## config.mk

```make
export PLATFORM = sky130hd
export DESIGN_NAME = pif_flag_bank
export DESIGN_NICKNAME = d
export VERILOG_FILES = /design/src/shared/pif_pkg.sv /design/src/logic/pif_flag_bank.sv
export SDC_FILE = /design/constraint.sdc
export NUM_CORES = 1
export LEC_CHECK = 0
export CAP_MARGIN = 20
export CORE_AREA = 2 2 106 108
export DETAILED_ROUTE_END_ITERATION = 8
export DIE_AREA = 0 0 108 110
export DONT_BUFFER_PORTS = 1
export GPL_TIMING_DRIVEN = 1
export PLACE_DENSITY = 0.75
export SLEW_MARGIN = 20
export SYNTH_ARGS = -nofsm -noshare
export SYNTH_HDL_FRONTEND = slang
export SYNTH_SLANG_ARGS = --single-unit
```

## constraint.sdc

```tcl
create_clock -name clk -period 1.95 [get_ports clk]
set_input_delay 0.39 -clock clk [delete_from_list [all_inputs] [get_ports clk]]
set_output_delay 0.39 -clock clk [all_outputs]
set_load 0.02 [all_outputs]
```

## src/shared/pif_pkg.sv

```systemverilog
// Purpose: constants and carriers for the power-manager event flag bank
// Assumes: 20 MHz clock, byte-wide register port from the serial engine
`default_nettype none
package pif_pkg;
  localparam logic [7:0] TOP_ADDR = 8'h19;
  localparam logic [7:0] RESET_CMD_ADDR = 8'h18;
  localparam logic [7:0] RESET_EV_ADDR = 8'h1a;
  localparam logic [7:0] STEP_ADDR = 8'h1b;
  localparam logic [7:0] LIN_ADDR = 8'h1c;
  localparam int PG_DROP_BIT = 7;
  localparam int LIN_SUM_BIT = 6;
  localparam int STEP_SUM_BIT = 5;
  localparam int SYNC_BIT = 4;
  localparam int TSD_BIT = 3;
  localparam int WARN_BIT = 2;
  localparam int OVP_BIT = 1;
  localparam int MEAS_BIT = 0;
  localparam int SOFT_RESET_BIT = 0;
  localparam int PG_OFS = 2;
  localparam int SC_OFS = 1;
  localparam int ILIM_OFS = 0;
  localparam int REG_STRIDE = 4;
  localparam logic [7:0] FLAGS_RESET = 8'h00;
  localparam logic [7:0] FLAG_MASK = 8'h77;
  localparam int SHORT_TIME_US = 1000;
  localparam int CLK_MHZ = 20;
  localparam int SHORT_CYCLES = SHORT_TIME_US * CLK_MHZ;
  localparam int NREG = 4;
  localparam int CNT_W = 16;

  typedef struct packed {
    logic wr;
    logic rd;
    logic [7:0] addr;
    logic [7:0] wdata;
  } pif_req_t;

  // Regulators 0,1 are the step-down converters, 2,3 the linear regulators
  typedef struct packed {
    logic power_good_active;
    logic sync_clk_present;
    logic thermal_shutdown_live;
    logic thermal_warning_live;
    logic input_overvoltage_live;
    logic analog_supply_under;
    logic [NREG-1:0] pg_bad;
    logic [NREG-1:0] short_low;
    logic [NREG-1:0] ilim;
  } pif_ev_t;
endpackage
`default_nettype wire

```

## src/logic/pif_flag_bank.sv

```systemverilog
// Purpose: sticky event flags with write-one-to-clear access and protection outputs
// Assumes: register port driven by same-clock serial engine; analog events asynchronous
// Notes: read data appears the cycle after a read strobe
// Notes: a restart clears every flag except the reset flag, which it sets, and wins over any event of that cycle
`default_nettype none
module pif_flag_bank #(
  parameter int SHORT_CYCLES = pif_pkg::SHORT_CYCLES
) (
  input wire logic clk,
  input wire logic arst_n,
  input wire pif_pkg::pif_req_t req,
  input wire pif_pkg::pif_ev_t ev_async,
  input wire logic load_current_ready,
  output logic [7:0] rdata,
  output logic regulators_off,
  output logic general_outputs_low,
  output logic enable_refused,
  output logic defaults_reload
);
  localparam int NEV = $bits(pif_pkg::pif_ev_t);

  typedef struct packed {
    logic [NEV-1:0] sync1;
    logic [NEV-1:0] sync2;
    logic [NEV-1:0] prev;
    logic [7:0] top_flags;
    logic reset_flag;
    logic [7:0] step_flags;
    logic [7:0] lin_flags;
    logic [pif_pkg::NREG-1:0][pif_pkg::CNT_W-1:0] sc_cnt;
    logic [7:0] rdata;
    logic regulators_off;
    logic general_outputs_low;
    logic enable_refused;
    logic defaults_reload;
  } pif_state_t;

  pif_state_t st_reg;
  pif_state_t st_next;
  pif_pkg::pif_ev_t ev;
  pif_pkg::pif_ev_t ev_prev;
  logic [pif_pkg::NREG-1:0][pif_pkg::CNT_W-1:0] cnt_next;
  logic [pif_pkg::NREG-1:0] sc_set;
  logic [7:0] step_set;
  logic [7:0] lin_set;

  // Two flops per event bit; prev is an extra stage used only for edge detection
  assign ev = st_reg.sync2;
  assign ev_prev = st_reg.prev;

  genvar g;
  generate
    for (g = 0; g < pif_pkg::NREG; g++)
    begin : g_reg
      // Saturate so a long short does not wrap and re-arm
      assign cnt_next[g] = !ev.short_low[g] ? '0 :
        (st_reg.sc_cnt[g] >= pif_pkg::CNT_W'(SHORT_CYCLES)) ? st_reg.sc_cnt[g] :
        st_reg.sc_cnt[g] + 1'b1;
      assign sc_set[g] = st_reg.sc_cnt[g] >= pif_pkg::CNT_W'(SHORT_CYCLES);
    end
    for (g = 0; g < 2; g++)
    begin : g_lane
      localparam int B = g * pif_pkg::REG_STRIDE;
      assign step_set[B + pif_pkg::PG_OFS] = ev.pg_bad[g] & ~ev_prev.pg_bad[g];
      assign step_set[B + pif_pkg::SC_OFS] = sc_set[g];
      assign step_set[B + pif_pkg::ILIM_OFS] = ev.ilim[g];
      assign step_set[B + 3] = 1'b0;
      assign lin_set[B + pif_pkg::PG_OFS] = ev.pg_bad[g+2] & ~ev_prev.pg_bad[g+2];
      assign lin_set[B + pif_pkg::SC_OFS] = sc_set[g+2];
      assign lin_set[B + pif_pkg::ILIM_OFS] = ev.ilim[g+2];
      assign lin_set[B + 3] = 1'b0;
    end
  endgenerate

  always_comb
  begin
    logic [7:0] top_set;
    logic [7:0] clr;
    logic restart;
    logic [7:0] top_view;
    st_next = st_reg;
    top_set = '0;
    restart = 1'b0;
    top_view = 8'h00;
    clr = req.wr ? req.wdata : 8'h00;
    st_next.sync1 = ev_async;
    st_next.sync2 = st_reg.sync1;
    st_next.prev = st_reg.sync2;
    st_next.sc_cnt = cnt_next;
    top_set[pif_pkg::PG_DROP_BIT] = ev_prev.power_good_active & ~ev.power_good_active;
    top_set[pif_pkg::SYNC_BIT] = ev.sync_clk_present ^ ev_prev.sync_clk_present;
    top_set[pif_pkg::TSD_BIT] = ev.thermal_shutdown_live;
    top_set[pif_pkg::WARN_BIT] = ev.thermal_warning_live;
    top_set[pif_pkg::OVP_BIT] = ev.input_overvoltage_live;
    top_set[pif_pkg::MEAS_BIT] = load_current_ready;
    // Set is ORed after the clear so a coincident event survives
    st_next.top_flags = ((st_reg.top_flags &
      ~((req.wr && req.addr == pif_pkg::TOP_ADDR) ? clr : 8'h00)) | top_set)
      & ~(8'h01 << pif_pkg::LIN_SUM_BIT) & ~(8'h01 << pif_pkg::STEP_SUM_BIT);
    st_next.step_flags = ((st_reg.step_flags &
      ~((req.wr && req.addr == pif_pkg::STEP_ADDR) ? clr : 8'h00)) | step_set)
      & pif_pkg::FLAG_MASK;
    st_next.lin_flags = ((st_reg.lin_flags &
      ~((req.wr && req.addr == pif_pkg::LIN_ADDR) ? clr : 8'h00)) | lin_set)
      & pif_pkg::FLAG_MASK;
    st_next.reset_flag = st_reg.reset_flag &
      ~(req.wr && req.addr == pif_pkg::RESET_EV_ADDR && req.wdata[0]);
    // The command register stores nothing; the write itself is the restart pulse
    restart = (ev.analog_supply_under & ~ev_prev.analog_supply_under) |
      (req.wr && req.addr == pif_pkg::RESET_CMD_ADDR &&
       req.wdata[pif_pkg::SOFT_RESET_BIT]);
    if (restart)
    begin
      // Defaults restored; only the cause survives
      st_next.top_flags = pif_pkg::FLAGS_RESET;
      st_next.step_flags = pif_pkg::FLAGS_RESET;
      st_next.lin_flags = pif_pkg::FLAGS_RESET;
      st_next.reset_flag = 1'b1;
    end
    st_next.defaults_reload = restart;
    st_next.enable_refused = st_next.top_flags[pif_pkg::TSD_BIT];
    st_next.general_outputs_low = st_next.top_flags[pif_pkg::TSD_BIT] |
      ev.input_overvoltage_live;
    // Supply level, not only its edge, keeps regulators off for the whole dip
    st_next.regulators_off = st_next.general_outputs_low | restart |
      ev.analog_supply_under;
    top_view = st_reg.top_flags;
    top_view[pif_pkg::LIN_SUM_BIT] = |st_reg.lin_flags;
    top_view[pif_pkg::STEP_SUM_BIT] = |st_reg.step_flags;
    // Registered read data costs a cycle of latency but never glitches
    st_next.rdata = st_reg.rdata;
    if (req.rd)
    begin
      case (req.addr)
        pif_pkg::TOP_ADDR: st_next.rdata = top_view;
        pif_pkg::RESET_EV_ADDR: st_next.rdata = {7'h00, st_reg.reset_flag};
        pif_pkg::STEP_ADDR: st_next.rdata = st_reg.step_flags;
        pif_pkg::LIN_ADDR: st_next.rdata = st_reg.lin_flags;
        default: st_next.rdata = 8'h00;
      endcase
    end
  end

  always_ff @(posedge clk or negedge arst_n)
  begin
    if (!arst_n)
      st_reg <= '0;
    else
      st_reg <= st_next;
  end

  assign rdata = st_reg.rdata;
  assign regulators_off = st_reg.regulators_off;
  assign general_outputs_low = st_reg.general_outputs_low;
  assign enable_refused = st_reg.enable_refused;
  assign defaults_reload = st_reg.defaults_reload;

  // Event checks skip host writes and restarts, which may legally override a set
  logic quiet;
  logic supply_edge;
  assign quiet = !req.wr && !(ev.analog_supply_under && !ev_prev.analog_supply_under);
  assign supply_edge = ev.analog_supply_under && !ev_prev.analog_supply_under;
endmodule
`default_nettype wire

```

==> metrics, run 1 <==
clock skew approximately 0.0053 ns; simple-gate portion of the synthesized area between 20% and 30%; outcome finished with violations; initial detailed-routing violation count about 300; height of the die ~110 um; fraction of the mapped netlist area in compound gates approximately 9.2%; maximum vdd drop ~0.75 mV; share of synthesized flip-flops with an asynchronous set or reset between 90% and 100%; dominant synthesized flop cell sky130_fd_sc_hd__dfrtp_1; flip-flop count of the largest register, all copies and words added a little over 80; total number of placement rows 38; top library cells by usage in the layout, fill and taps aside sky130_fd_sc_hd__dfrtp_1, sky130_fd_sc_hd__and2_1, sky130_fd_sc_hd__nand2_1; input/output buffers 0; post-detailed-route count of antenna-violating nets 0; reported max-cap violation count 0; Placed Area between 6000 and 7000 um2; area share of the largest cell type after synthesis roughly 57%; pins over their slew limit 0; dominant combinational cell family by area after synthesis simple AND/OR/NAND/NOR gates; Crit-path slowest cell sky130_fd_sc_hd__or4_4; area share of xor/xnor cells in the synthesized design about 6.5%; gate count of the mapped netlist roughly 560; required time of the worst setup path around 2.4 ns; nets in the synthesized netlist about 600; synthesis-stage register bit count ~140; maximum net fanout on the critical path 14; Worst Hold Margin -0.445 ns; launching element type of the critical path register; die footprint between 10,000 and 15,000 um2; clock insertion delay at the later pin of the skew report between 0.5 and 0.6 ns; final layout net count between 600 and 700; number of antenna violations at the first check in global routing 0; violated checks hold timing; clock tree sinks about 140; vias in the first global route ~4,200; FF+latch area 3430 um2; CTS tree done; sequential element share of the synthesized area a little under three fifths; via density per instance between 5 and 6; residual overflow from global routing 0; Distinct cells, synth 53; unrepaired setup endpoints after global routing yes; count of hold-fix buffers inserted at cts 20; Initial DRT Pass Iterations 4; number of warnings issued by yosys 0; global-route wire length before repair 19,600 um; cell taking the most area after synthesis sky130_fd_sc_hd__dfrtp_1; share of synthesized cell area in full adder, half adder and majority cells under 10%; area delta synth->final 19.5%; portion of the clock cycle consumed by the worst path in the final layout 98.9%; register-to-register setup slack roughly 0.022 ns; critical path buffer and inverter count 1; routed wire length per instance between 15 and 20 um; proportion of layout cells with a drive suffix above 1 11.3%; Leakage Power 3.27 nW; fin area 7210 um2; sum of net half-perimeters after detailed placement a little over 7000 um; leading cell type in the layout, fill and taps excluded sky130_fd_sc_hd__dfrtp_1; type of the tightest min-delay check in -> async; overall power of the completed layout approximately 6.7 mW; buffer type at the clock tree root sky130_fd_sc_hd__clkbuf_8; CTS buffer count 17; Mapped Avg Cell Area roughly 11 um2; area of combinational cells with multiple inputs 2420 um2; maximum single-stage delay on the critical path roughly 0.55 ns; fmax between 0.5 and 0.6 GHz; Chip Width between 100 and 150 um; count of final setup violators 0; number of enable flip-flop cells after synthesis 0; post-synth design cell area 6030 um2; Worst Path Class, Setup reg -> reg; vias after detailed routing slightly above 4,000; starting density of the core a little under three fifths; crit path capture type register; area of the core around 11,000 um2; drt drc 0; number of hold violations in the final report around 140; n_diodes 0; time the final worst path needs with I/O delays and setup between 1.5 and 2 ns; total global-route track usage approximately a fifth; final routed wirelength across all metal layers between 10,000 and 15,000 um; Top Ports approximately 50; portion of netlist area occupied by mux cells about 1.5%; Max H-tree Level 4; largest net degree at the start of global routing roughly 140; number of filler cells placed in the layout approximately 800; slew at the pin with the worst max-slew slack about 0.6 ns; Arrival @ worst endpoint around 2.4 ns; routability cong. around 0.83; Top Family by Delay on Critical Path simple AND/OR/NAND/NOR gates; largest cells by area after synthesis sky130_fd_sc_hd__dfrtp_1, sky130_fd_sc_hd__and2_1, sky130_fd_sc_hd__xnor2_1; crit path cell chain or4_4, a311oi_4, buf_12, nand3_4, o41ai_2; Power Dens Cells between 900 and 1000 nW/um2; Slew headroom between 60 and 70%; CTS clk-pin slew, worst paths 0.06 ns; clk buf depth 2
-- metrics by stage --
step	setup slack, ns	util (%)	hold slack [ns]	setup TNS [ns]	cells
floorplan	0.00337	-	0.0944	0	557
global placement	-0.0889	58.7	0.0984	-0.173	697
detailed placement	-0.163	58.7	0.0981	-0.894	697
CTS	-0.00232	66.7	-0.466	-0.00232	749
global route	-0.0722	67.4	-0.471	-0.504	752
finish	0.0220	67.4	-0.445	0	752
-- cells by family after synthesis --
logic type | after synthesis
xor gates and xnor gates | 45
DFF | 137
and+or+nand+nor | 221
buffers and inverters | 51
AOI/OAI and AO/OA | 86
muxes | 9
adders and majority gates | 8
-- cell usage after synthesis (6+ instances only) --
library cell / number
sky130_fd_sc_hd__dfrtp_1: 137
sky130_fd_sc_hd__and2_1: 48
sky130_fd_sc_hd__nand2_1: 42
sky130_fd_sc_hd__a21oi_1: 30
sky130_fd_sc_hd__inv_1: 27
sky130_fd_sc_hd__nand3_1: 25
sky130_fd_sc_hd__nor2_1: 23
sky130_fd_sc_hd__xnor2_1: 23
sky130_fd_sc_hd__xor2_1: 22
sky130_fd_sc_hd__o21ai_0: 17
sky130_fd_sc_hd__nand2b_1: 16
sky130_fd_sc_hd__nand4_1: 16
sky130_fd_sc_hd__clkbuf_1: 13
sky130_fd_sc_hd__nor3_1: 10
sky130_fd_sc_hd__mux2i_1: 9
sky130_fd_sc_hd__nor2b_1: 9
sky130_fd_sc_hd__buf_4: 8
sky130_fd_sc_hd__ha_1: 8
sky130_fd_sc_hd__nor4_1: 8
sky130_fd_sc_hd__a211oi_1: 6
-- per-layer routing --
metal / share of wire (%) / vias to the layer above / GRT usage [%]
met5: 0 / - / 0
met4: 1.4 / 0 / 8.88
met3: 5.2 / 16 / 5.76
met2: 50 / 94 / 34.3
met1: 43 / 2049 / 27.7
li1: - / 2000 / -
-- what timing repair did --
action,4_1_cts,5_1_grt
setup buffers,0,3
cloned,0,0
pin swaps,0,1
gates resized for setup,2,8
endpoints found under the setup margin,15,33
endpoints found under the hold margin,164,137
-- power by group --
part / leakage (nW) / internal [mW] / switching (mW)
logic: 1.21 / 0.103 / 0.0881
registers: 1.75 / 2.94 / 0.0871
clock network: 0.305 / 2.25 / 1.21
-- area by class of cell --
type	count	share of cell area (%)
Clock buffer	19	5.99
Tap cell	140	2.43
Multi-Input combinational cell	369	33.7
Sequential cell	137	47.6
Clock inverter	13	3.00
Timing Repair Buffer	47	5.94
Inverter	27	1.41
-- worst paths after layout --
kind                                        startpoint                endpoint  cells past startpoint
worst min register to register  st_next[134]$_DFF_PN0_        ev[15]$_DFF_PN0_                      0
max in group asynchronous                       arst_n  st_reg[69]$_DFFE_PN0P_                      0
worst max register to register  st_reg[51]$_DFFE_PN0P_  st_reg[58]$_DFFE_PN0P_                      5
worst min-delay path                            arst_n  st_reg[70]$_DFFE_PN0P_                      0
min in group clk                               req[16]    rdata[7]$_DFFE_PN0P_                      2
worst max-delay path            st_reg[51]$_DFFE_PN0P_  st_reg[58]$_DFFE_PN0P_                      5
(Power assumes the default switching activity.)
==> run 2: changes to the inputs <==
--- a/config.mk
+++ b/config.mk
@@ -5,13 +5,13 @@
 export SDC_FILE = /design/constraint.sdc
 export NUM_CORES = 1
 export LEC_CHECK = 0
+export ABC_AREA = 1
+export BUFFER_PORTS_ARGS = -buffer_cell sky130_fd_sc_hd__buf_2
 export CAP_MARGIN = 20
-export CORE_AREA = 2 2 106 108
+export CORE_AREA = 2 2 143 145
 export DETAILED_ROUTE_END_ITERATION = 8
-export DIE_AREA = 0 0 108 110
-export DONT_BUFFER_PORTS = 1
+export DIE_AREA = 0 0 145 147
 export GPL_TIMING_DRIVEN = 1
-export PLACE_DENSITY = 0.75
 export SLEW_MARGIN = 20
 export SYNTH_ARGS = -nofsm -noshare
 export SYNTH_HDL_FRONTEND = slang
==> metrics, run 2 <==
outcome finished, final reports clean; Worst Path Class, Setup reg -> reg; number of enable flip-flop cells after synthesis 0 (unchanged); clock tree sinks 137 (unchanged); CTS tree done; CTS buffer count 17 (unchanged); unrepaired setup endpoints after global routing no; type of the tightest min-delay check in -> reg; endpoint of the worst setup timing path st_reg[24]$_DFFE_PN0P_; vias in the first global route 5,141 (+22%); proportion of layout cells with a drive suffix above 1 13.3% (+2.0 points); part of the power in the clock network 51.0% (-0.8 points); Power Dens Cells 845 nW/um2 (-8.9%); fmax 0.596 GHz (+15%); total of cells resized after clock tree synthesis 0 (-2); buffer type at the clock tree root sky130_fd_sc_hd__clkbuf_16; die footprint 21,300 um2 (+79%); Worst Min Path Start ev_async[17]; crit path capture type register; number of hold violations in the final report 0 (-100%); starting density of the core 34.3% (-22 points); Leakage Power 3.92 nW (+20%); total global-route track usage 14.6% (-6.7 points); most frequent cells after synthesis sky130_fd_sc_hd__nand2_1, sky130_fd_sc_hd__dfrtp_1, sky130_fd_sc_hd__nor2_1; number of warnings issued by yosys 0 (unchanged); gate count of the mapped netlist 846 (+52%); routed wire length per instance 12.4 um (-20%); post-detailed-route count of antenna-violating nets 0 (unchanged); count of final setup violators 0 (unchanged); launching instance or port of the critical path st_reg[24]$_DFFE_PN0P_; cell taking the most area after synthesis sky130_fd_sc_hd__dfrtp_1; time the final worst path needs with I/O delays and setup 1.68 ns (-0.250 ns); Crit-path slowest cell sky130_fd_sc_hd__dfrtp_1; sum of net half-perimeters after detailed placement 10,400 um (+43%); final routed wirelength across all metal layers 14,700 um (+27%); count of hold-fix buffers inserted at cts 1 (-95%); clock skew 0.00462 ns (-0.000709 ns); reg-to-reg critical path startpoint st_reg[24]$_DFFE_PN0P_; input/output buffers 50 (+50); height of the die 147 um (+34%); Placed Cells incl. Taps 1,153 (+65%); global-route wire length before repair 25,200 um (+29%); drt drc 0 (unchanged); Max H-tree Level 4 (unchanged); register-to-register setup slack 0.27 ns (+0.25 ns); vias after detailed routing 5,487 (+32%); most frequent cell after synthesis sky130_fd_sc_hd__nand2_1; leading cell type in the layout, fill and taps excluded sky130_fd_sc_hd__nand2_1; area delta synth->final 17.8%; Post CTS Setup Buffer Count 0 (unchanged); area share of the largest cell type after synthesis 50.3% (-6.6 points); Worst Hold Margin 0.0672 ns (+0.512 ns); maximum single-stage delay on the critical path 0.44 ns (-0.11 ns); residual overflow from global routing 0 (unchanged); clock insertion delay at the later pin of the skew report 0.42 ns (-0.10 ns); critical path buffer and inverter count 1 (unchanged); Final Instance Count excl. Fillers 1,186 (+58%); fraction of the core area covered by cells at the end of the flow 40.4% (-27 points); Top Family by Delay on Critical Path simple AND/OR/NAND/NOR gates; FF-to-FF path depth 8 (+3); post-synth design cell area 6820 um2 (+13%); CTS clk-pin slew, worst paths 0.06 ns (about the same); crit path cell chain nor2_2, inv_1, a21oi_1, nand2_1, nor2_4, nor2_4, nand2_1, nand2_1; total number of placement rows 52 (+37%); nets in the synthesized netlist 893 (+48%); dominant synthesized flop cell sky130_fd_sc_hd__dfrtp_1; largest cells by area after synthesis sky130_fd_sc_hd__dfrtp_1, sky130_fd_sc_hd__nand2_1, sky130_fd_sc_hd__nand3_1; combinational share of power 4.5% (+1.6 points); flip-flop count of the largest register, all copies and words added 83 (unchanged); most numerous cell on the critical path sky130_fd_sc_hd__nand2_1; sequential group share of total power 44.5% (-0.8 points); required time of the worst setup path 2.26 ns (-0.11 ns); maximum net fanout on the critical path 15 (+1); launching element type of the critical path register; number of antenna violations at the first check in global routing 1 (+1); routability cong. 0.884 (+6.1%); sequential element share of the synthesized area 50.3% (-6.6 points); via density per instance 4.63 (-16%); n_diodes 0 (unchanged); clk buf depth 2 (unchanged); final layout net count 950 (+47%); Chip Width 145 um (+34%); initial detailed-routing violation count 419 (+43%); instance count on the critical path 8 (+3); pins over their slew limit 0 (unchanged); Mapped Avg Cell Area 8.06 um2 (-26%); Distinct cells, synth 25 (-53%); Arrival @ worst endpoint 1.99 ns (-0.36 ns); Slew headroom 70.1% (+9.0 points); portion of the clock cycle consumed by the worst path in the final layout 86.1% (-13 points); internal power 5.29 mW (-0.16%); destination of the worst register-to-register timing path st_reg[24]$_DFFE_PN0P_; area of the core 19,800 um2 (+85%); synthesis-stage register bit count 137 (unchanged); largest net degree at the start of global routing 46 (-67%); share of synthesized flip-flops with an asynchronous set or reset 100% (unchanged); reported max-cap violation count 0 (unchanged); Initial DRT Pass Iterations 5 (+1); slew at the pin with the worst max-slew slack 0.444 ns (-0.139 ns); top library cells by usage in the layout, fill and taps aside sky130_fd_sc_hd__nand2_1, sky130_fd_sc_hd__dfrtp_1, sky130_fd_sc_hd__nor2_1; post-route setup TNS 0 ns (unchanged); net switching share of the total power 22.0% (+1.2 points); maximum vdd drop 0.674 mV (-11%); Sw Pwr 1.49 mW (+7.5%); Top Ports 51 (unchanged)
[run 2: cell count changes in the layout (fill, tap and decap cells not counted), sizes merged, moves of 32 or more]
cell,delta
nor2,+72
buf,+39
inv,+50
nand3,+48
and2,-49
nand4,+32
nand2,+239
[run 2: cell families (layout without fill, tap and decap cells)]
| kind of cell | after synthesis | count (layout) | synth area share, % |
|---|---|---|---|
| simple gates | 524 | 524 | 34.3 |
| flops | 137 | 137 | 50.3 |
| buf+inv | 108 | 178 | 7.34 |
| xor+xnor | 22 | 22 | 2.83 |
| compound gates | 47 | 47 | 3.75 |
| fa+ha+maj | 8 | 8 | 1.47 |
[run 2: area by class of cell]
cell class	count	area, um2
Inverter	79	297
Sequential cell	137	3430
Timing Repair Buffer	67	437
Clock inverter	11	169
Multi-Input combinational cell	601	2890
Fill cell	1983	11800
Tap cell	270	338
Clock buffer	21	470
[run 2: through the flow]
| stage | cell area (um2) | setup WS [ns] | power, mW |
|---|---|---|---|
| 2_1_floorplan | 6820 | 0.535 | 3.19 |
| 3_3_place_gp | 7380 | 0.168 | 3.37 |
| 4_1_cts | 8030 | 0.252 | 6.86 |
| 6_report | 8030 | 0.272 | 6.78 |
| 3_5_place_dp | 7380 | 0.107 | 3.38 |
| 5_1_grt | 8030 | 0.0709 | 7.04 |
[run 2: routing by layer]
layer,routed length (um),global-route usage [%],vias up
met5,16,0,-
li1,-,-,2817
met3,591,3.57,20
met1,7320,20.3,2549
met4,242,5.54,2
met2,6560,22.2,99
[run 2: worst min path at each step]
stage | to | cells after the start
finish | st_next[136]$_DFF_PN0_ | 1
CTS | st_next[127]$_DFF_PN0_ | 1
floorplan | defaults_reload$_DFF_PN0_ | 0
global route | st_next[127]$_DFF_PN0_ | 1
detailed placement | ev[11]$_DFF_PN0_ | 0
global placement | st_reg[12]$_DFFE_PN0P_ | 1
[run 2: power groups by stage]
stage / Sequential [mW] / Clock (mW) / Combinational (mW)
floorplan: 3.05 / 0 / 0.146
global placement: 3.07 / 0 / 0.303
detailed placement: 3.07 / 0 / 0.309
CTS: 3.02 / 3.54 / 0.312
global route: 3.03 / 3.66 / 0.354
finish: 3.02 / 3.46 / 0.303
==> run 3: changes to the inputs <==
==> constraint.sdc (replaced) <==
create_clock -name clk -period 2.1 [get_ports clk]
set_input_delay 0.42 -clock clk [delete_from_list [all_inputs] [get_ports clk]]
set_output_delay 0.42 -clock clk [all_outputs]
set_load 0.02 [all_outputs]
==> metrics, run 3 (same netlist as run 2, synthesis figures left out) <==
outcome finished, final reports clean; CTS buffer count 17 (unchanged); count of final setup violators 0 (unchanged); Worst Min Path Start ev_async[10]; global-route wire length before repair 25,800 um (+2.4%); top library cells by usage in the layout, fill and taps aside sky130_fd_sc_hd__nand2_1, sky130_fd_sc_hd__dfrtp_1, sky130_fd_sc_hd__nor2_1; Worst Path Class, Setup reg -> reg; pins over their slew limit 0 (unchanged); post-detailed-route count of antenna-violating nets 0 (unchanged); final routed wirelength across all metal layers 14,900 um (+0.90%); buffer type at the clock tree root sky130_fd_sc_hd__clkbuf_16; flip-flop count of the largest register, all copies and words added 83 (unchanged); FF-to-FF path depth 8 (unchanged); n_diodes 0 (unchanged); Max H-tree Level 4 (unchanged); portion of the clock cycle consumed by the worst path in the final layout 78.6% (-7.4 points); Crit-path slowest cell sky130_fd_sc_hd__dfrtp_1; register-to-register setup slack 0.45 ns (+0.18 ns); Arrival @ worst endpoint 1.96 ns (-0.03 ns); final layout net count 954 (+0.42%); fin area 8010 um2 (-0.14%); maximum net fanout on the critical path 15 (unchanged); type of the tightest min-delay check in -> reg; unrepaired setup endpoints after global routing no; launching instance or port of the critical path st_reg[57]$_DFFE_PN0P_; crit path cell chain nor2_1, inv_1, a21oi_1, nand2_1, nor2_4, nor2_4, nand2_1, nand2_1; starting density of the core 34.3% (unchanged); largest net degree at the start of global routing 40 (-13%); CTS clk-pin slew, worst paths 0.06 ns (about the same); total number of placement rows 52 (unchanged); reg-to-reg critical path startpoint st_reg[57]$_DFFE_PN0P_; drt drc 0 (unchanged); Chip Width 145 um (unchanged); crit path capture type register; most numerous cell on the critical path sky130_fd_sc_hd__nand2_1; number of hold violations in the final report 0 (unchanged); clock skew 0.00869 ns (+0.00407 ns); slew at the pin with the worst max-slew slack 0.395 ns (-0.0491 ns); Power Dens Cells 784 nW/um2 (-7.2%); time the final worst path needs with I/O delays and setup 1.65 ns (-0.0266 ns); area of the core 19,800 um2 (unchanged); clock insertion delay at the later pin of the skew report 0.42 ns (about the same); Final Instance Count excl. Fillers 1,190 (+0.34%); residual overflow from global routing 0 (unchanged); number of antenna violations at the first check in global routing 1 (unchanged); CTS tree done; hold-critical path endpoint st_next[129]$_DFF_PN0_; Slew headroom 73.4% (+3.3 points); vias in the first global route 5,236 (+1.8%); fmax 0.606 GHz (+1.6%); clk buf depth 2 (unchanged); via density per instance 4.53 (-2.1%); overall power of the completed layout 6.28 mW (-7.3%); vias after detailed routing 5,388 (-1.8%); input/output buffers 50 (unchanged); required time of the worst setup path 2.41 ns (+0.15 ns); proportion of layout cells with a drive suffix above 1 13.8% (+0.49 points); destination of the worst register-to-register timing path st_reg[55]$_DFFE_PN0P_; reported max-cap violation count 0 (unchanged); number of filler cells placed in the layout 2,015 (+1.6%); routed wire length per instance 12.5 um (+0.56%); maximum single-stage delay on the critical path 0.44 ns (about the same); height of the die 147 um (unchanged); Top Ports 51 (unchanged); Worst Hold Margin 0.0989 ns (+0.0317 ns); clock tree sinks 137 (unchanged); die footprint 21,300 um2 (unchanged); launching element type of the critical path register; sum of net half-perimeters after detailed placement 10,600 um (+1.7%); Placed Cells incl. Taps 1,157 (+0.35%); area delta synth->final 17.6%; initial detailed-routing violation count 423 (+0.95%); Initial DRT Pass Iterations 4 (-1); leading cell type in the layout, fill and taps excluded sky130_fd_sc_hd__nand2_1; Min-Delay Path Depth 1 (unchanged); Post CTS Setup Buffer Count 0 (unchanged); routability cong. 0.841 (-4.9%); maximum vdd drop 0.681 mV (+1.1%); total global-route track usage 14.9% (+0.26 points); Leakage Power 3.92 nW (about the same); post-route setup TNS 0 ns (unchanged); Placed Area 7370 um2 (-0.10%)
run 3: worst max-delay path by stage:
| stage | to | slack (ns) |
|---|---|---|
| after CTS | st_reg[55]$_DFFE_PN0P_ | 0.46 |
| after global routing | st_reg[48]$_DFFE_PN0P_ | 0.30 |
| after floorplan | st_reg[80]$_DFF_PN0_ | 0.68 |
| after detailed placement | st_reg[93]$_DFF_PN0_ | 0.22 |
| final | st_reg[55]$_DFFE_PN0P_ | 0.45 |
| after global placement | st_reg[95]$_DFF_PN0_ | 0.31 |
run 3: area by class of cell:
type                       count  area [um2]  share of cell area, %
tap                          270         338                   4.22
timing repair buffer          71         429                   5.36
clock inverter                14         196                   2.45
inverter                      79         297                   3.70
sequential                   137        3430                   42.8
clock buffer                  18         439                   5.48
multi-input combinational    601        2890                   36.0
run 3: routing by layer:
metal	track usage [%]	vias up	wire, um	part of all wire [%]
met1	21.0	2457	7470	50
met2	22.7	88	6670	45
met4	5.89	2	184	1.2
met3	2.83	15	530	3.6
met5	0	-	13	0.087
li1	-	2826	-	-
run 3: worst max-delay path, delay by kind of cell, from the launching register on:
kind	cells	cell delay, ns
AOI/OAI and AO/OA	1	0.12
buffers and inverters	1	0.06
DFF	1	0.44
and+or+nand+nor	6	0.92
run 3: repair_timing:
item                      4_1_cts  5_1_grt
hold buffers                    1        0
hold endpoints to repair       34        0
resized for setup               0        0
run 3: where the power goes:
group	switching [mW]	total, mW	internal (mW)
Clock	1.18	3.21	2.03
Combinational	0.179	0.277	0.0983
Sequential	0.0675	2.80	2.73
run 3: stage by stage:
stage | worst slack [ns] | util, %
4_1_cts | 0.456 | 40.4
2_1_floorplan | 0.685 | -
3_3_place_gp | 0.313 | 37.1
5_1_grt | 0.301 | 40.4
3_5_place_dp | 0.223 | 37.1
6_report | 0.448 | 40.4
